`config.mk`:
```
export PLATFORM = sky130hd
export DESIGN_NAME = icss_top
export DESIGN_NICKNAME = d
export VERILOG_FILES = /design/src/rtl/icss_top.v
export VERILOG_INCLUDE_DIRS = /design/src /design/src/inc
export SDC_FILE = /design/constraint.sdc
export NUM_CORES = 1
export LEC_CHECK = 0
export BUFFER_PORTS_ARGS = -buffer_cell sky130_fd_sc_hd__buf_4
export CAP_MARGIN = 25
export CORE_MARGIN = 1
export CORE_UTILIZATION = 40
export CTS_CLUSTER_SIZE = 28
export DETAILED_ROUTE_END_ITERATION = 16
export PLACE_DENSITY_LB_ADDON = 0.3
export SLEW_MARGIN = 20
export SYNTH_ARGS = -nofsm -noshare
export SYNTH_HDL_FRONTEND = slang
export SYNTH_SLANG_ARGS = --single-unit
```
`constraint.sdc`:
```
create_clock -name mclk -period 2.8 [get_ports mclk]
set_clock_uncertainty 0.15 [all_clocks]
set_input_delay 0.14 -clock mclk [delete_from_list [all_inputs] [get_ports mclk]]
set_output_delay 0.14 -clock mclk [all_outputs]
set_load 0.05 [all_outputs]
```
`src/inc/icss_defs.vh`:
```
// constants for the interval counter serial slave
`ifndef ICSS_DEFS_VH
`define ICSS_DEFS_VH
// slave address bytes, write and read
`define ICSS_ADDR_WR 8'hA0
`define ICSS_ADDR_RD 8'hA1
// instruction bytes
`define ICSS_DIV_STOP 8'h11
`define ICSS_DIV_RUN 8'h10
`define ICSS_PWD_ON 8'h21
`define ICSS_PWD_OFF 8'h20
`define ICSS_OSC_OUT_ON 8'h31
`define ICSS_OSC_OUT_OFF 8'h30
`define ICSS_FAST_ON 8'h41
`define ICSS_FAST_OFF 8'h40
`define ICSS_SET_CNT 8'h80
// timing: oscillator rate in Hz and tick periods in seconds
`define ICSS_OSC_HZ 32768
`define ICSS_SLOW_S 32
`define ICSS_FAST_S 1
// byte framing
`define ICSS_LAST_BIT 4'h7
`define ICSS_ACK_BIT 4'h8
`define ICSS_SET_BYTES 2'h3
`define ICSS_LAST_IDX 2'h2
`endif

```
`src/rtl/icss_top.v`:
```
// two-wire slave with 24-bit interval counter, divider chain and wake-up pulse
`timescale 1ns/10ps
`include "icss_defs.vh"

// Function
// - 24-bit counter wraps all ones to zero and clears at power-on reset.
// - short counter-set transfer updates only bytes received, high byte first.
// - no counter increment while a counter set is in progress.
// - counter stable during any access; a due increment is held and applied after.
// - interrupt pulse every 32 s together with increment; new count readable at once.
// - answer only address bytes A0h write and A1h read.
// - after a foreign address ignore all traffic until next STOP or START.
// - any number of instructions in any order within one write access.
// - data line driven actively; point-to-point link with push-pull master.
// - sample data on clock rise, change driven data on clock fall.
// - data falls with clock high is START, rises is STOP; both detected.
// - bytes are MSB first, eight bits then one acknowledge clock.
// - as receiver drive data low throughout the acknowledge clock.
// - master nacks last read byte; device then leaves data line high.
// - 11h stops and resets dividers, 10h restarts them.
// - 21h powers down with oscillator stopped, 20h re-enables.
// - 31h routes oscillator clock to interrupt pin, 30h restores pulses.
// - 41h selects one-second increments, 40h returns to 32 seconds.
// - 80h is followed by up to three bytes loading bits 23:16, 15:8, 7:0.
// - read returns high, mid, low bytes cyclically while acked, counter frozen.
// - while dividers stopped the counter holds its value.
// - divider chain divides the oscillator clock down to one tick per 32 s.
// - first increment comes 32 s after the dividers restart.
// - in clock-out mode all else runs, but no interrupt pulses on the pin.
// - counter set takes at most three bytes; the next is an instruction.
module icss_top #(
  parameter DIV_W = 20,
  parameter SLOW_CNT = `ICSS_OSC_HZ * `ICSS_SLOW_S,
  parameter FAST_CNT = `ICSS_OSC_HZ * `ICSS_FAST_S
)(
  input wire mclk,
  input wire rst,
  input wire ce,
  input wire scl_in,
  input wire sda_in,
  input wire osc_in,
  output reg sda_out_q,
  output reg sda_oe_q,
  output reg int_n_q,
  output reg [23:0] count_q,
  output reg div_stopped_q,
  output reg pwr_down_q,
  output reg fast_mode_q,
  output reg osc_clock_out_instr_q,
  output reg access_busy_q
);

  // ************************************************************
  // link states
  // ************************************************************
  localparam ST_IDLE = 3'd0;
  localparam ST_ADDR = 3'd1;
  localparam ST_WR = 3'd2;
  localparam ST_RD = 3'd3;
  localparam ST_IGN = 3'd4;

  localparam [DIV_W-1:0] SLOW_TOP = SLOW_CNT[DIV_W-1:0] - 1'b1;
  localparam [DIV_W-1:0] FAST_TOP = FAST_CNT[DIV_W-1:0] - 1'b1;

  // picks counter byte by index: 0 high, 1 mid, 2 low
  function [7:0] cnt_byte;
    input [23:0] cnt;
    input [1:0] idx;
    begin
      case (idx)
        2'h0: cnt_byte = cnt[23:16];
        2'h1: cnt_byte = cnt[15:8];
        default: cnt_byte = cnt[7:0];
      endcase
    end
  endfunction

  reg scl_prev_q;
  reg sda_prev_q;
  reg osc_prev_q;
  reg [2:0] st_q;
  reg [3:0] bit_cnt_q;
  reg [7:0] shift_q;
  reg ack_q;
  reg [1:0] param_q;
  reg [1:0] byte_idx_q;
  reg [DIV_W-1:0] div_q;
  reg pending_q;

  wire scl_rise = scl_in & ~scl_prev_q;
  wire scl_fall = ~scl_in & scl_prev_q;
  wire start_ev = scl_in & scl_prev_q & sda_prev_q & ~sda_in;
  wire stop_ev = scl_in & scl_prev_q & ~sda_prev_q & sda_in;
  // a stopped oscillator gives no edges, so power-down freezes the chain
  wire osc_rise = osc_in & ~osc_prev_q & ~pwr_down_q;
  wire [7:0] rx_byte = {shift_q[6:0], sda_in};
  wire [DIV_W-1:0] div_top = fast_mode_q ? FAST_TOP : SLOW_TOP;
  wire div_tick = osc_rise & ~div_stopped_q & (div_q >= div_top);
  // increments wait while an access runs; only one request is kept
  wire do_inc = (div_tick | pending_q) & ~access_busy_q & ~div_stopped_q;

  // ************************************************************
  // input edge history
  // ************************************************************
  always @(posedge mclk)
  begin
    if (rst)
    begin
      scl_prev_q <= 1'b1;
      sda_prev_q <= 1'b1;
      osc_prev_q <= 1'b0;
    end
    else if (ce)
    begin
      scl_prev_q <= scl_in;
      sda_prev_q <= sda_in;
      osc_prev_q <= osc_in;
    end
  end

  // ************************************************************
  // divider chain and pending increment
  // ************************************************************
  always @(posedge mclk)
  begin
    if (rst)
    begin
      div_q <= {DIV_W{1'b0}};
      pending_q <= 1'b0;
    end
    else if (ce)
    begin
      // held at zero while stopped, so a restart gives a full period
      if (div_stopped_q)
        div_q <= {DIV_W{1'b0}};
      else if (osc_rise)
        div_q <= div_tick ? {DIV_W{1'b0}} : div_q + 1'b1;
      if (div_tick & access_busy_q)
        pending_q <= 1'b1;
      else if (do_inc | div_stopped_q)
        pending_q <= 1'b0;
    end
  end

  // ************************************************************
  // interrupt pin
  // ************************************************************
  always @(posedge mclk)
  begin
    if (rst)
      int_n_q <= 1'b1;
    else if (ce)
    begin
      if (osc_clock_out_instr_q)
        int_n_q <= osc_in & ~pwr_down_q;
      else if (do_inc)
        int_n_q <= 1'b0;
      else if (osc_rise)
        int_n_q <= 1'b1;
    end
  end

  // ************************************************************
  // serial slave, instruction decode and counter
  // ************************************************************
  always @(posedge mclk)
  begin
    if (rst)
    begin
      st_q <= ST_IDLE;
      bit_cnt_q <= 4'h0;
      shift_q <= 8'h00;
      ack_q <= 1'b0;
      param_q <= 2'h0;
      byte_idx_q <= 2'h0;
      sda_out_q <= 1'b1;
      sda_oe_q <= 1'b0;
      access_busy_q <= 1'b0;
      count_q <= 24'h000000;
      div_stopped_q <= 1'b0;
      pwr_down_q <= 1'b0;
      fast_mode_q <= 1'b0;
      osc_clock_out_instr_q <= 1'b0;
    end
    else if (ce)
    begin
      // counter runs only between accesses; wraps naturally
      if (do_inc)
        count_q <= count_q + 24'h000001;
      if (start_ev)
      begin
        st_q <= ST_ADDR;
        bit_cnt_q <= 4'h0;
        ack_q <= 1'b0;
        param_q <= 2'h0;
        sda_oe_q <= 1'b0;
        sda_out_q <= 1'b1;
        access_busy_q <= 1'b0;
      end
      else if (stop_ev)
      begin
        st_q <= ST_IDLE;
        ack_q <= 1'b0;
        param_q <= 2'h0;
        sda_oe_q <= 1'b0;
        sda_out_q <= 1'b1;
        access_busy_q <= 1'b0;
      end
      else if (scl_rise)
      begin
        // sample side of each bit
        case (st_q)
          ST_ADDR:
          begin
            shift_q <= rx_byte;
            bit_cnt_q <= bit_cnt_q + 4'h1;
            if (bit_cnt_q == `ICSS_LAST_BIT)
            begin
              if (rx_byte == `ICSS_ADDR_WR)
              begin
                st_q <= ST_WR;
                ack_q <= 1'b1;
                access_busy_q <= 1'b1;
              end
              else if (rx_byte == `ICSS_ADDR_RD)
              begin
                st_q <= ST_RD;
                ack_q <= 1'b1;
                byte_idx_q <= 2'h0;
                access_busy_q <= 1'b1;
              end
              else
                st_q <= ST_IGN;
            end
          end
          ST_WR:
          begin
            if (bit_cnt_q == `ICSS_ACK_BIT)
              bit_cnt_q <= 4'h0;
            else
            begin
              shift_q <= rx_byte;
              bit_cnt_q <= bit_cnt_q + 4'h1;
            end
            if (bit_cnt_q == `ICSS_LAST_BIT)
            begin
              ack_q <= 1'b1;
              if (param_q != 2'h0)
              begin
                // each byte lands as soon as it arrives, so a short set
                // leaves the later bytes untouched; it also overrides any
                // increment of the same cycle
                case (param_q)
                  2'h3: count_q[23:16] <= rx_byte;
                  2'h2: count_q[15:8] <= rx_byte;
                  default: count_q[7:0] <= rx_byte;
                endcase
                param_q <= param_q - 2'h1;
              end
              else
              begin
                // each byte after a finished instruction is a new one
                case (rx_byte)
                  `ICSS_DIV_STOP: div_stopped_q <= 1'b1;
                  `ICSS_DIV_RUN: div_stopped_q <= 1'b0;
                  `ICSS_PWD_ON: pwr_down_q <= 1'b1;
                  `ICSS_PWD_OFF: pwr_down_q <= 1'b0;
                  `ICSS_OSC_OUT_ON: osc_clock_out_instr_q <= 1'b1;
                  `ICSS_OSC_OUT_OFF: osc_clock_out_instr_q <= 1'b0;
                  `ICSS_FAST_ON: fast_mode_q <= 1'b1;
                  `ICSS_FAST_OFF: fast_mode_q <= 1'b0;
                  `ICSS_SET_CNT: param_q <= `ICSS_SET_BYTES;
                  default: param_q <= 2'h0;
                endcase
              end
            end
          end
          ST_RD:
          begin
            if (bit_cnt_q == `ICSS_ACK_BIT)
            begin
              bit_cnt_q <= 4'h0;
              if (sda_in)
                st_q <= ST_IGN;
            end
            else
              bit_cnt_q <= bit_cnt_q + 4'h1;
          end
          default:
            bit_cnt_q <= bit_cnt_q;
        endcase
      end
      else if (scl_fall)
      begin
        // drive side of each bit
        if (ack_q && (bit_cnt_q == `ICSS_ACK_BIT))
        begin
          sda_out_q <= 1'b0;
          sda_oe_q <= 1'b1;
        end
        else if (ack_q && (bit_cnt_q == 4'h0) && (st_q == ST_WR))
        begin
          ack_q <= 1'b0;
          sda_out_q <= 1'b1;
          sda_oe_q <= 1'b0;
        end
        else if ((st_q == ST_RD) && (bit_cnt_q == 4'h0))
        begin
          // load next byte in turn, high, mid, low, then again
          ack_q <= 1'b0;
          shift_q <= cnt_byte(count_q, byte_idx_q);
          sda_out_q <= |(cnt_byte(count_q, byte_idx_q) & 8'h80);
          sda_oe_q <= 1'b1;
          byte_idx_q <= (byte_idx_q == `ICSS_LAST_IDX) ? 2'h0 : byte_idx_q + 2'h1;
        end
        else if ((st_q == ST_RD) && (bit_cnt_q == `ICSS_ACK_BIT))
        begin
          sda_out_q <= 1'b1;
          sda_oe_q <= 1'b0;
        end
        else if (st_q == ST_RD)
        begin
          shift_q <= {shift_q[6:0], 1'b0};
          sda_out_q <= shift_q[6];
        end
        else if (st_q == ST_IGN)
        begin
          // after a nack the line is left high for the master's STOP
          sda_out_q <= 1'b1;
          sda_oe_q <= 1'b0;
        end
      end
    end
  end

endmodule

```
# [Yosys cells after proc, flatten, opt, wreduce, memory -nomap -nowiden]
# Cells that the tools add are included.
[op_classes] order_cmp=1 n_mul=0 n_addsub=5 n_shift=0 div=0 n_mux=100 n_reduce_logical=50 n_bitwise=28 n_eq_ne=42
[ops] op="$mux 24" n=7
[ops] op="$mux 20" n=4
[ops] op="$mux 7" n=8
[ops] op="$mux 1" n=40
[ops] op="$reduce_and 8->1" n=5
[ops] op="$eq 8x6->1 const B" n=4
[ops] op="$mux 2" n=16
[ops] op="$add 24x1->24 const B" n=1
[ops] op="$eq 8x8->1 const B" n=3
[ops] op="$mux 3" n=8
[ops] op="$mux 8" n=3
[ops] op="$reduce_bool 3->1" n=8
[ops] op="$add 20x1->20 const B" n=1
[ops] op="$ge 20x20->1" n=1
[ops] op="$reduce_bool 2->1" n=10
[ops] op="$eq 8x5->1 const B" n=2
[ops] op="$eq 8x7->1 const B" n=2
[ops] op="$mux 4" n=4
[ops] op="$ne 4x4->1 const B" n=4
[ops] op="$pmux 8 s2" n=1
[ops] op="$and 1x1->1" n=15
[ops] op="$reduce_and 5->1" n=3
[ops] op="$pmux 7 s2" n=1
[ops] op="$reduce_bool 4->1" n=3
[ops] op="other kinds (38)" n=72
[totals] latch_bits=0 out_inout_bits=32 n_memories=0 in_bits=6 rom_bits=0 reg_bits=75 mem_bits_rw=0

# [Logic depth before layout (Yosys ltp)]
# Gate-level depths: netlist of run 1.
[logic_depth] ltp_word=16 ltp_mapped=10 mapped_depth_nobuf=8

# [Worst setup path after synthesis of run 1]
# OpenSTA, ideal clock, no wires.
[synth_timing] path_kind="register to register" start="register fast_mode_q" end="register count_q[21]" period_less_slack_ns=2.780 required_time_ns=2.546 arrival_time_ns=2.527 stages_incl_launch_ff=9 n_path_buf=1 path_slack_ns=0.020 path_cell_list="dfxtp_1 ha_1 a21oi_1 o21ai_0 a22oi_1 buf_2 a211oi_2 a31o_2 a2111oi_2"
[synth_between] elab_chain_len=14
[synth_rtl] item="start, declared" line_no="icss_top.v:48" source="output reg fast_mode_q,"
[synth_rtl] item="start signal, assigned" line_no="icss_top.v:182" source="fast_mode_q <= 1'b0;"
[synth_rtl] item="start signal, assigned" line_no="icss_top.v:270" source="`ICSS_FAST_ON: fast_mode_q <= 1'b1;"
[synth_rtl] item="start signal, assigned" line_no="icss_top.v:271" source="`ICSS_FAST_OFF: fast_mode_q <= 1'b0;"
[synth_rtl] item="$mux 20 (*)" line_no="icss_top.v:97" source="wire [DIV_W-1:0] div_top = fast_mode_q ? FAST_TOP : SLOW_TOP;"
[synth_rtl] item="$ge 20x20->1 (*)" line_no="icss_top.v:98" source="wire div_tick = osc_rise & ~div_stopped_q & (div_q >= div_top);"
[synth_rtl] item="$and 1x1->1 (*)" line_no="icss_top.v:98"
[synth_rtl] item="$or 1x1->1 (*)" line_no="icss_top.v:100" source="wire do_inc = (div_tick | pending_q) & ~access_busy_q & ~div_stopped_q;"
[synth_rtl] item="$and 1x1->1 (*) (2 in a row)" line_no="icss_top.v:100"
[synth_rtl] item="$mux 24 (*)" line_no="icss_top.v:188" source="if (do_inc)"
[synth_rtl] item="$mux 8" line_no="icss_top.v:253" source="case (param_q)"
[synth_rtl] item="$mux 24" line_no="icss_top.v:248" source="if (param_q != 2'h0)"
[synth_rtl] item="$mux 24" line_no="icss_top.v:245" source="if (bit_cnt_q == `ICSS_LAST_BIT)"
[synth_rtl] item="$mux 24" line_no="icss_top.v:212" source="case (st_q)"
[synth_rtl] item="$mux 24" line_no="icss_top.v:209" source="else if (scl_rise)"
[synth_rtl] item="$mux 24" line_no="icss_top.v:200" source="else if (stop_ev)"
[synth_rtl] item="$mux 24 (*)" line_no="icss_top.v:190" source="if (start_ev)"
[synth_rtl] item="end signal, assigned" line_no="icss_top.v:189" source="count_q <= count_q + 24'h000001;"
[synth_rtl] item="end signal, assigned" line_no="icss_top.v:254" source="2'h3: count_q[23:16] <= rx_byte;"
[synth_rtl] item="end, declared" line_no="icss_top.v:45" source="output reg [23:0] count_q,"
# Every way passes the cells marked *; elsewhere a longest branch is shown, timed or not.
# A chain may end at the register's enable or synchronous reset.

# [Final worst setup path of run 1]
[layout_timing] start="input port scl_in" end="register count_q[22]"
[layout_between] elab_chain_len=5 elab_cells_between_ends=9 classes_between="3 x mux; 6 x bitwise"
[layout_rtl] item="start, declared" line_no="icss_top.v:39" source="input wire scl_in,"
[layout_rtl] item="$and 1x1->1" line_no="icss_top.v:92, icss_top.v:93"
[layout_rtl] item="$and 1x1->1 (2 in a row)" line_no="icss_top.v:93" source="wire stop_ev = scl_in & scl_prev_q & ~sda_prev_q & sda_in;"
[layout_rtl] item="$mux 24" line_no="icss_top.v:200"
[layout_rtl] item="$mux 24 (*)" line_no="icss_top.v:190"
# Marked as above.

==> results of run 1 <==
==> worst max-delay path by stage <==
stage / from / to / slack, ns
detailed placement: div_q[0] / count_q[21] / 0.07
floorplan: fast_mode_q / count_q[21] / 0.02
global placement: fast_mode_q / count_q[21] / 0.17
global route: div_q[0] / count_q[21] / 0.08
CTS: osc_in / count_q[21] / 0.04
finish: scl_in / count_q[22] / 0.23
==> cell usage in the layout, fill, tap and decap left out, drive strengths merged, types with 13 or more instances in the layout <==
| master | Yosys | layout |
|---|---|---|
| nor2 | 87 | 87 |
| dfxtp | 75 | 75 |
| buf | 19 | 63 |
| a21oi | 45 | 45 |
| nand2 | 35 | 35 |
| a211oi | 25 | 25 |
| nand3 | 21 | 21 |
| nand4 | 19 | 19 |
| o21ai | 19 | 19 |
| and3 | 18 | 18 |
| inv | 17 | 18 |
| nor3 | 15 | 15 |
| mux2i | 13 | 13 |
==> layer usage <==
| metal | GRT usage, % | vias to the layer above | part of all wire (%) |
|---|---|---|---|
| li1 | - | 2329 | - |
| met1 | 31.0 | 2251 | 46 |
| met2 | 35.4 | 155 | 45 |
| met3 | 3.35 | 30 | 5.7 |
| met4 | 10.7 | 0 | 2.8 |
| met5 | 0 | - | 0 |
==> worst max-delay path, delay by kind of cell <==
family,cells,cell delay [ns]
adder cells (fa/ha/maj),1,0.35
buffers and inverters,2,0.69
AND/OR/NAND/NOR,2,0.69
AO/OA/AOI/OAI,3,0.77
==> stage by stage <==
step	std cells	utilization [%]	hold WS [ns]	instance area (um2)	worst slack, ns
finish	789	47.4	0.0935	5670	0.235
global route	789	47.4	0.102	5670	0.0754
CTS	789	47.3	0.0758	5660	0.0406
detailed placement	772	44.5	0.263	5330	0.0741
global placement	772	44.5	0.238	5330	0.174
floorplan	612	-	0.120	4890	0.0195
==> power by group through the flow <==
stage / Clock [uW] / Combinational (uW) / Sequential, uW
finish: 1250 / 152 / 1080
global route: 1310 / 166 / 1080
CTS: 1270 / 150 / 1080
detailed placement: 0 / 147 / 1110
global placement: 0 / 146 / 1100
floorplan: 0 / 106 / 1100
==> logic make-up after synthesis <==
family	share of synthesized area [%]
buffers and inverters	5.81
AO/OA/AOI/OAI	25.2
AND/OR/NAND/NOR	28.7
adder cells (fa/ha/maj)	3.07
XOR/XNOR	3.38
flip-flops	30.7
multiplexers	3.12
==> repair_timing <==
action	in CTS	in global routing
hold endpoints to repair	3	0
resized for setup	0	3
endpoints found under the setup margin	0	3
hold buffers	2	0
==> flip-flops by register name, summed over array words and instances (netlist names), 2 cells and up <==
signal and count:
shift_q 7, count_q 24, bit_cnt_q 4, byte_idx_q 2, div_q 20, param_q 2
st_q 3
==> cell type report <==
class                   count  share of cell area (%)
clock buffers               9                    3.97
clock inverters             6                    1.59
inverters                  17                    1.13
multi-input cells         470                    54.9
flip-flops and latches     75                    26.5
well taps                 147                    3.24
repair buffers             65                    8.69
==> summary.log, run 1 <==
qor: clocking.clk_path_buf_depth 2
qor: detailed_routing.initialDrtViolationCount 341
qor: final_layout.multi_input_area 3110 um2
qor: global_routing.grt_pass1_wl 23000 um
qor: pwr.power.density_cell_area 438 nW/um2
qor: timing.timing.fmax 0.390 GHz
qor: pwr.cellInternalPower 1900 uW
qor: clocking.insertion_delay 0.34 ns
qor: pwr.p_leak 0.00204 uW
qor: place.io_buffer_count 37
qor: clocking.clkTransAtPathRegs 0.06 ns
qor: synthesis.synth.net_count 630
qor: run.timing.max_cap.violations 0
qor: final_layout.drive_gt1_share 16.5%
qor: global_routing.number_of_antenna_violations_at_the_first_check_in_global_routing 0
qor: synthesis.yosys_register_bits 75
qor: setup_path.crit_type in -> reg
qor: final_layout.finish.net_count 656
qor: synthesis.fraction_of_synthesized_cell_area_taken_by_the_top_area_cell_type 30.7%
qor: pwr.vdd.ir_drop.worst 0.302 mV
qor: synthesis.synthCells 612
qor: outcome.outcome finished, final reports clean
qor: floorplan.core_region_area 12000 um2
qor: setup_path.timing.reg2reg.setup_slack 0.25 ns
qor: setup_path.timing.critical_path.arrival 2.64 ns
qor: clocking.cts_sinks 75
qor: synthesis.synth_area_leaders sky130_fd_sc_hd__dfxtp_1, sky130_fd_sc_hd__nor2_1, sky130_fd_sc_hd__a21oi_1, sky130_fd_sc_hd__a211oi_1, sky130_fd_sc_hd__ha_1
qor: clocking.cts_buffers 9
qor: timing.final_period_minus_worst_setup_slack 2.57 ns
qor: floorplan.initial_utilization 40.9%
qor: timing.final-hold-violation-count 0
qor: detailed_routing.detailedRoute.firstPassIterationCount 5
qor: place.routabilityCongestion 0.883
qor: setup_path.path_cells dlygate4sd3_1 -> buf_4 -> ha_1 -> a211oi_4 -> and3_1 -> nand2_1 -> o21ai_0 -> a211oi_2
qor: detailed_routing.num_vias 4765
qor: pwr.power_switching_share 23.5%
qor: setup_path.worst_ep_required_time 2.87 ns
qor: setup_path.crit-reg2reg-launch bit_cnt_q[0]
qor: min_path.worst_hold_path.num_cells 3
qor: timing.maxSlewHeadroom 56.8%
qor: min_path.min_path_type in -> reg
qor: synthesis.synthMostInstantiatedCell sky130_fd_sc_hd__nor2_1
qor: detailed_routing.remaining_drc_errors 0
qor: floorplan.ioPinCount 38
qor: synthesis.synth_area_per_cell 7.99 um2
qor: global_routing.gr-usage-all-layers 22.8%
qor: setup_path.worstReg2RegEnd count_q[22]
qor: synthesis.synth.largest_area_cell sky130_fd_sc_hd__dfxtp_1
qor: clocking.cts_tree built
qor: pwr.combPwrFrac 6.1%
qor: clocking.cts.root.buffer_cell sky130_fd_sc_hd__clkbuf_16
qor: setup_path.critical_path.max_stage_delay 0.54 ns
qor: setup_path.crit_path_end_kind flop
qor: detailed_routing.post_drt_via_cell_ratio 6.04
qor: final_layout.regArea 1500 um2
qor: pwr.power.net_switching 583 uW
qor: setup_path.critical_path.max_fanout 9
qor: final_layout.fillerInstances 1164
qor: synthesis.synth.yosys.warnings 0
qor: synthesis.synth-main-ff-cell sky130_fd_sc_hd__dfxtp_1
qor: setup_path.reg2regPathDepth 7
qor: global_routing.gr-total-overflow 0
qor: timing.fin_crit_sh 91.6%
qor: timing.setup_viol 0
qor: timing.rsz0062_at_grt false
qor: timing.slew_viol_final 0
qor: synthesis.syn_area 4890 um2
qor: clocking.depth_of_the_cts_h_tree 3
qor: final_layout.area_growth 16.0%
qor: min_path.whs_endpoint osc_clock_out_instr_q
qor: detailed_routing.wl_per_cell 17.6 um
qor: synthesis.synth_edf_count 0
qor: setup_path.critPathLaunchType input port
qor: global_routing.maximum_number_of_pins_on_one_net_before_global_route_repair 51
qor: synthesis.synth-seq-area-share 30.7%
qor: timing.worstMarginPinSlew 0.648 ns
qor: synthesis.yosysUniqueCellTypes 71
qor: pwr.clock_network_fraction_of_total_power 50.3%
qor: floorplan.placement_rows 40
qor: timing.setup_tns 0 ns
qor: pwr.power.sequential.fraction 43.6%
qor: floorplan.fp.dieArea 12700 um2
qor: final_layout.antenna_cells_inserted 0
qor: detailed_routing.wirelength 13900 um
qor: synthesis.postSynth.asyncResetShare 0%
qor: setup_path.critical-path-slowest-cell sky130_fd_sc_hd__dlygate4sd3_1
qor: floorplan.chipWidth 113 um
qor: synthesis.most_instantiated_cells_after_synthesis sky130_fd_sc_hd__nor2_1, sky130_fd_sc_hd__dfxtp_1, sky130_fd_sc_hd__a21oi_1
qor: clocking.cts_setup_buffers 0
qor: detailed_routing.detail-route-antenna-nets 0
qor: min_path.min_delay_startpoint sda_in
qor: floorplan.floorplan.die.height 113 um
qor: pwr.power 2480 uW
qor: global_routing.grt_pass1_vias 4427
qor: place.dp_hpwl 9800 um
(Power assumes the default switching activity.)
==> inputs of run 2 (changes only) <==
Settings changed: ABC_AREA set to 1, GPL_TIMING_DRIVEN set to 0.
==> run 2 against run 1 <==
Largest power group unchanged; critical path depth up 4; clock power down 8%; via count up 13%; total power down 3.2%; core utilization up 0.43 points; die area up 2.6%; critical endpoint is now count_q[13]; hold slack better by 0.0036 ns; sequential power about the same; critical path type unchanged; sequential cell count unchanged; non-clock buffer count down 5; final area up 2.2%.
==> summary.log, run 2 <==
qor: setup_path.timing.critical_path.arrival 2.67 ns [+0.03 ns]
qor: setup_path.reg2regPathDepth 11 [+4]
qor: synthesis.synth_area_leaders sky130_fd_sc_hd__dfxtp_1, sky130_fd_sc_hd__nand2_1, sky130_fd_sc_hd__inv_1, sky130_fd_sc_hd__a21oi_1, sky130_fd_sc_hd__nor2_1
qor: timing.setup_viol 0 [unchanged]
qor: pwr.p_leak 0.00233 uW [+14%]
qor: synthesis.synthCells 802 [+31%]
qor: floorplan.core_region_area 12100 um2 [+1.3%]
qor: global_routing.grt_pass1_wl 24600 um [+7.1%]
qor: final_layout.layout_top_registers count_q: 24 flops, div_q: 20 flops, shift_q: 7 flops
qor: clocking.cts_buffers 9 [unchanged]
qor: timing.final-hold-violation-count 0 [unchanged]
qor: clocking.insertion_delay 0.35 ns [about the same]
qor: clocking.cts_setup_buffers 0 [unchanged]
qor: synthesis.synth.net_count 820 [+30%]
qor: detailed_routing.post_drt_via_cell_ratio 5.28 [-13%]
qor: floorplan.fp.dieArea 13000 um2 [+2.6%]
qor: detailed_routing.detailedRoute.firstPassIterationCount 5 [unchanged]
qor: clocking.cts_sinks 75 [unchanged]
qor: timing.worstMarginPinSlew 0.643 ns [-0.00496 ns]
qor: setup_path.critical_path.max_fanout 9 [unchanged]
qor: clocking.cts.root.buffer_cell sky130_fd_sc_hd__clkbuf_16
qor: synthesis.postSynth.asyncResetShare 0% [unchanged]
qor: detailed_routing.num_vias 5400 [+13%]
qor: clocking.clkTransAtPathRegs 0.07 ns [about the same]
qor: pwr.power.density_cell_area 415 nW/um2 [-5.3%]
qor: detailed_routing.wl_per_cell 14.9 um [-15%]
qor: final_layout.largest_register_ff_count 24 [unchanged]
qor: run.timing.max_cap.violations 0 [unchanged]
qor: global_routing.number_of_antenna_violations_at_the_first_check_in_global_routing 0 [unchanged]
qor: clocking.cts_tree built
qor: final_layout.regArea 1500 um2 [unchanged]
qor: place.dp_hpwl 11600 um [+19%]
qor: pwr.vdd.ir_drop.worst 0.291 mV [-3.7%]
qor: synthesis.yosysUniqueCellTypes 43 [-39%]
qor: min_path.worst_hold_path.num_cells 4 [+1]
qor: floorplan.floorplan.die.height 114 um [+1.3%]
qor: floorplan.ioPinCount 38 [unchanged]
qor: outcome.outcome finished, final reports clean
qor: final_layout.drive_gt1_share 9.37% [-7.1 points]
qor: final_layout.multi_input_area 3010 um2 [-3.4%]
qor: clocking.depth_of_the_cts_h_tree 3 [unchanged]
qor: final_layout.final_instance_count_without_filler_cells 1022 [+30%]
qor: global_routing.grt_pass1_vias 4819 [+8.9%]
qor: synthesis.synthMostInstantiatedCell sky130_fd_sc_hd__nand2_1
qor: detailed_routing.initialDrtViolationCount 488 [+43%]
qor: global_routing.gr-total-overflow 0 [unchanged]
qor: final_layout.most_common_cell_after_layout_fill_and_taps_aside sky130_fd_sc_hd__nand2_1
qor: global_routing.maximum_number_of_pins_on_one_net_before_global_route_repair 15 [-71%]
qor: final_layout.post-route-util 47.9% [+0.43 points]
qor: final_layout.finish.net_count 867 [+32%]
qor: timing.setup_tns 0 ns [unchanged]
qor: synthesis.most_instantiated_cells_after_synthesis sky130_fd_sc_hd__nand2_1, sky130_fd_sc_hd__inv_1, sky130_fd_sc_hd__nor2_1
qor: timing.rsz0062_at_grt false
qor: timing.fin_crit_sh 92.8% [+1.2 points]
qor: timing.slew_viol_final 0 [unchanged]
qor: final_layout.max_flop_register count_q
qor: setup_path.crit_path_end_kind flop
qor: place.dp.cells 1004 [+30%]
qor: synthesis.fraction_of_synthesized_cell_area_taken_by_the_top_area_cell_type 29.9% [-0.79 points]
qor: floorplan.chipWidth 114 um [+1.3%]
qor: final_layout.fillerInstances 1305 [+12%]
qor: timing.post-route-worst-setup-slack 0.202 ns [-0.0332 ns]
qor: timing.timing.fmax 0.385 GHz [-1.3%]
qor: synthesis.yosys_register_bits 75 [unchanged]
qor: setup_path.crit_type in -> reg
qor: synthesis.synth.yosys.warnings 0 [unchanged]
qor: timing.maxSlewHeadroom 56.8% [about the same]
qor: final_layout.area_growth 15.5%
qor: synthesis.synth-main-ff-cell sky130_fd_sc_hd__dfxtp_1
qor: detailed_routing.wirelength 15300 um [+9.6%]
qor: synthesis.synth-seq-area-share 29.9% [-0.79 points]
qor: place.io_buffer_count 34 [-8.1%]
qor: synthesis.synth_area_per_cell 6.26 um2 [-22%]
qor: floorplan.placement_rows 40 [unchanged]
qor: final_layout.layout_common_cells sky130_fd_sc_hd__nand2_1, sky130_fd_sc_hd__inv_1, sky130_fd_sc_hd__nor2_1
qor: place.routabilityCongestion 0.934 [+5.7%]
qor: timing.final_period_minus_worst_setup_slack 2.60 ns [+0.0332 ns]
qor: setup_path.worst_ep_required_time 2.87 ns [about the same]
qor: place.pre_cts_ws 0.141 ns [+0.0672 ns]
qor: global_routing.gr-usage-all-layers 24.5% [+1.8 points]
qor: clocking.clk_path_buf_depth 2 [unchanged]
qor: synthesis.synth.largest_area_cell sky130_fd_sc_hd__dfxtp_1
qor: min_path.min_path_type in -> reg
qor: floorplan.initial_utilization 41.4% [+0.56 points]
qor: synthesis.syn_area 5020 um2 [+2.6%]
qor: final_layout.antenna_cells_inserted 0 [unchanged]
qor: setup_path.critPathLaunchType input port
qor: detailed_routing.detail-route-antenna-nets 0 [unchanged]
qor: detailed_routing.remaining_drc_errors 0 [unchanged]
qor: synthesis.synth_edf_count 0 [unchanged]
run 2: changes by cell type in the layout (fill, tap and decap cells not counted), sizes merged, moves of 10 or more:
cell,delta
nand2,+169
inv,+88
nand3,+39
o21ai,+32
a21oi,+29
buf,-20
a211oi,-17
and3,-16
clkbuf,+16
nor3,+14
mux2i,-13
and4,-10
run 2: logic make-up after synthesis:
family	Yosys count	share of synthesized area (%)
simple gates	399	34.5
compound gates	161	18.0
buf+inv	130	10.2
flops	75	29.9
xor+xnor	25	4.36
fa+ha+maj	12	2.99
run 2: timing repair:
action / CTS / global route
setup endpoints to repair: 0 / 10
endpoints found under the hold margin: 2 / 0
resized for setup: 0 / 2
hold buffers: 2 / 0
run 2: report_power, final:
part           internal, uW  switching [uW]
Combinational          45.7             125
Clock                   634             513
Sequential             1080            8.38
run 2: final cells by class:
type,instances,share of cell area (%)
Buffer,24,1.96
Clock buffer,10,4.12
Clock inverter,6,0.820
Inverter,106,6.89
Multi-Input combinational cell,597,51.9
Sequential cell,75,25.9
Tap cell,168,3.63
Timing Repair Buffer,36,4.75
run 2: critical path, stage by stage:
cell	delay (ns)
sky130_fd_sc_hd__dlygate4sd3_1	0.54
sky130_fd_sc_hd__buf_4	0.13
sky130_fd_sc_hd__ha_1	0.27
sky130_fd_sc_hd__inv_1	0.17
sky130_fd_sc_hd__nor3_2	0.27
sky130_fd_sc_hd__inv_1	0.11
sky130_fd_sc_hd__nor2_2	0.16
sky130_fd_sc_hd__nand2_2	0.20
sky130_fd_sc_hd__inv_1	0.28
sky130_fd_sc_hd__nor2_1	0.11
sky130_fd_sc_hd__o21ai_0	0.20
sky130_fd_sc_hd__a21oi_1	0.08
run 2: stage by stage:
stage / hold slack (ns) / cell area [um2] / power (uW)
2_1_floorplan: 0.116 / 5020 / 1230
3_3_place_gp: 0.248 / 5480 / 1280
3_5_place_dp: 0.251 / 5480 / 1280
4_1_cts: 0.0715 / 5790 / 2430
5_1_grt: 0.126 / 5800 / 2490
6_report: 0.0972 / 5800 / 2400
run 2: path summary, 6_finish.rpt:
path	slack, ns	end	from
worst max register to register	0.27	count_q[13]	scl_prev_q
worst min-delay path	0.1	fast_mode_q	sda_in
worst min register to register	0.33	div_q[9]	div_q[9]
worst max-delay path	0.20	count_q[13]	scl_in
run 2: metal layers:
metal / vias up / routed length [um] / GRT usage, %
li1: 2739 / - / -
met1: 2453 / 7160 / 33.6
met2: 182 / 6600 / 37.6
met3: 26 / 1170 / 5.63
met4: 0 / 337 / 8.92
met5: - / 0 / 0
==> inputs of run 3 (changes only) <==
Settings changed: CAP_MARGIN 25 to 20, CTS_CLUSTER_SIZE 28 to unset, HOLD_SLACK_MARGIN set to 0.1.
==> run 3 against run 2 <==
Total power up 0.15%; maximum frequency increased by 0.70%; combinational power hardly changed; highest routed layer unchanged; via count decreased by 0.43%; die area did not move; sequential cell count stayed put; first-iteration DRC count shrank 7.0%; count of clock-buffer cells in the layout unchanged; critical path type unchanged; sequential power about the same; final area grew 0.17%; setup slack better by 0.018 ns; register-to-register slack about the same.
==> summary.log, run 3 (same netlist as run 2, synthesis figures left out) <==
qor: outcome.outcome finished, final reports clean
qor: final_layout.layout_common_cells sky130_fd_sc_hd__nand2_1, sky130_fd_sc_hd__inv_1, sky130_fd_sc_hd__nor2_1
qor: timing.maxSlewHeadroom 56.3% [-0.54 points]
qor: clocking.clk_path_buf_depth 2 [unchanged]
qor: setup_path.worst_ep_required_time 2.87 ns [about the same]
qor: pwr.power_switching_share 27.0% [+0.072 points]
qor: clocking.cts_sinks 75 [unchanged]
qor: global_routing.gr-usage-all-layers 24.5% [about the same]
qor: final_layout.drive_gt1_share 9.36% [-0.011 points]
qor: timing.final_period_minus_worst_setup_slack 2.58 ns [-0.0181 ns]
qor: final_layout.layout_top_registers count_q: 24 flops, div_q: 20 flops, shift_q: 7 flops
qor: setup_path.path_cells dlygate4sd3_1 -> buf_4 -> ha_1 -> inv_1 -> nor3_2 -> inv_1 -> nor2_2 -> nand2_2 -> inv_1 -> nor2_1 -> o21ai_0 -> a21oi_1
qor: place.routabilityCongestion 0.934 [unchanged]
qor: setup_path.critPathLaunchType input port
qor: pwr.cellInternalPower 1760 uW [about the same]
qor: detailed_routing.wl_per_cell 14.9 um [-0.24%]
qor: detailed_routing.num_vias 5377 [-0.43%]
qor: final_layout.area_growth 15.7%
qor: detailed_routing.remaining_drc_errors 0 [unchanged]
qor: final_layout.antenna_cells_inserted 0 [unchanged]
qor: global_routing.maximum_number_of_pins_on_one_net_before_global_route_repair 15 [unchanged]
qor: final_layout.multi_input_area 3010 um2 [unchanged]
qor: global_routing.grt_pass1_vias 4817 [-0.042%]
qor: timing.setup_tns 0 ns [unchanged]
qor: timing.setup_viol 0 [unchanged]
qor: clocking.clkTransAtPathRegs 0.07 ns [about the same]
qor: final_layout.fillerInstances 1305 [unchanged]
qor: setup_path.timing.critical_path.arrival 2.65 ns [-0.02 ns]
qor: setup_path.critical_path.max_fanout 9 [unchanged]
qor: pwr.p_leak 0.00233 uW [+0.18%]
qor: final_layout.most_common_cell_after_layout_fill_and_taps_aside sky130_fd_sc_hd__nand2_1
qor: global_routing.gr-total-overflow 0 [unchanged]
qor: setup_path.crit_path_end_kind flop
qor: floorplan.core_region_area 12100 um2 [unchanged]
qor: setup_path.critical_path.max_stage_delay 0.54 ns [about the same]
qor: floorplan.chipWidth 114 um [unchanged]
qor: global_routing.number_of_antenna_violations_at_the_first_check_in_global_routing 0 [unchanged]
qor: clocking.cts_buffers 9 [unchanged]
qor: min_path.min_path_type in -> reg
qor: timing.final-hold-violation-count 0 [unchanged]
qor: clocking.insertion_delay 0.35 ns [about the same]
qor: place.pre_cts_ws 0.141 ns [unchanged]
qor: final_layout.regArea 1500 um2 [unchanged]
qor: place.io_buffer_count 34 [unchanged]
qor: floorplan.floorplan.die.height 114 um [unchanged]
qor: timing.timing.fmax 0.388 GHz [+0.70%]
qor: clocking.depth_of_the_cts_h_tree 3 [unchanged]
qor: pwr.combPwrFrac 7.2% [about the same]
qor: floorplan.ioPinCount 38 [unchanged]
qor: setup_path.worst-path-buf-inv 5 [unchanged]
qor: detailed_routing.detailedRoute.firstPassIterationCount 5 [unchanged]
qor: timing.slew_viol_final 0 [unchanged]
qor: timing.post-route-worst-setup-slack 0.220 ns [+0.0181 ns]
qor: final_layout.max_flop_register count_q
qor: detailed_routing.initialDrtViolationCount 454 [-7.0%]
qor: setup_path.critical-path-slowest-cell sky130_fd_sc_hd__dlygate4sd3_1
qor: timing.rsz0062_at_grt false
qor: floorplan.fp.dieArea 13000 um2 [unchanged]
qor: final_layout.finish.net_count 868 [+0.12%]
qor: timing.worstMarginPinSlew 0.651 ns [+0.00804 ns]
qor: final_layout.largest_register_ff_count 24 [unchanged]
qor: floorplan.placement_rows 40 [unchanged]
qor: pwr.power.sequential.fraction 45.1% [about the same]
qor: clocking.cts.root.buffer_cell sky130_fd_sc_hd__clkbuf_16
qor: global_routing.grt_pass1_wl 24600 um [about the same]
qor: detailed_routing.post_drt_via_cell_ratio 5.26 [-0.52%]
qor: pwr.power.net_switching 649 uW [+0.42%]
qor: clocking.cts_tree built
qor: pwr.vdd.ir_drop.worst 0.292 mV [+0.44%]
qor: detailed_routing.wirelength 15200 um [-0.14%]
qor: pwr.power.density_cell_area 415 nW/um2 [about the same]
qor: detailed_routing.detail-route-antenna-nets 0 [unchanged]
qor: floorplan.initial_utilization 41.4% [unchanged]
qor: setup_path.crit_top_cell sky130_fd_sc_hd__inv_1
qor: setup_path.path_delay_family buffers and inverters
qor: setup_path.crit_type in -> reg
qor: timing.fin_crit_sh 92.2% [-0.64 points]
qor: place.dp_hpwl 11600 um [unchanged]
qor: run.timing.max_cap.violations 0 [unchanged]
qor: pwr.clock_network_fraction_of_total_power 47.7% [about the same]
-- run 3: through the flow --
step / cell area (um2) / instances / hold WS, ns / util (%) / total power [uW]
2_1_floorplan: 5020 / 802 / 0.116 / - / 1230
3_3_place_gp: 5480 / 1004 / 0.248 / 45.3 / 1280
3_5_place_dp: 5480 / 1004 / 0.251 / 45.3 / 1280
4_1_cts: 5800 / 1023 / 0.163 / 47.9 / 2430
5_1_grt: 5810 / 1023 / 0.194 / 47.9 / 2490
6_report: 5810 / 1023 / 0.157 / 47.9 / 2410
-- run 3: path summary, 6_finish.rpt --
kind | startpoint | endpoint | slack (ns) | cells past startpoint
min | rst | fast_mode_q | 0.16 | 3
max reg2reg | scl_prev_q | count_q[13] | 0.28 | 11
min reg2reg | div_q[9] | div_q[9] | 0.33 | 2
max | scl_in | count_q[13] | 0.22 | 12
-- run 3: layer usage --
layer  vias to the layer above  track usage [%]  routed length (um)
li1                       2740                -                   -
met1                      2405             33.6                7120
met2                       202             37.5                6540
met3                        30             5.63                1240
met4                         0             8.92                 336
met5                         -                0                   0
-- run 3: power groups by stage --
stage	Clock (uW)	Sequential, uW	Combinational (uW)
global route	1210	1090	192
CTS	1170	1090	170
finish	1150	1090	173
global placement	0	1110	166
detailed placement	0	1110	166
floorplan	0	1120	109
-- run 3: cell type report --
class | instances | area share [%]
sequential | 75 | 25.9
multi-input combinational | 597 | 51.8
inverter | 106 | 6.88
tap | 168 | 3.62
clock inverter | 6 | 0.819
clock buffer | 10 | 4.12
timing repair buffer | 37 | 4.91
buffer | 24 | 1.96
-- run 3: tightest hold or removal path, cell delays in order --
cell                       delay [ns]
sky130_fd_sc_hd__clkbuf_1        0.20
sky130_fd_sc_hd__a21oi_1         0.17
sky130_fd_sc_hd__o21a_1          0.12
-- run 3: timing repair --
action,4_1_cts,5_1_grt
gates resized for setup,0,2
endpoints found under the setup margin,0,8
setup buffers,0,0
hold endpoints to repair,5,0
hold buffers,3,0
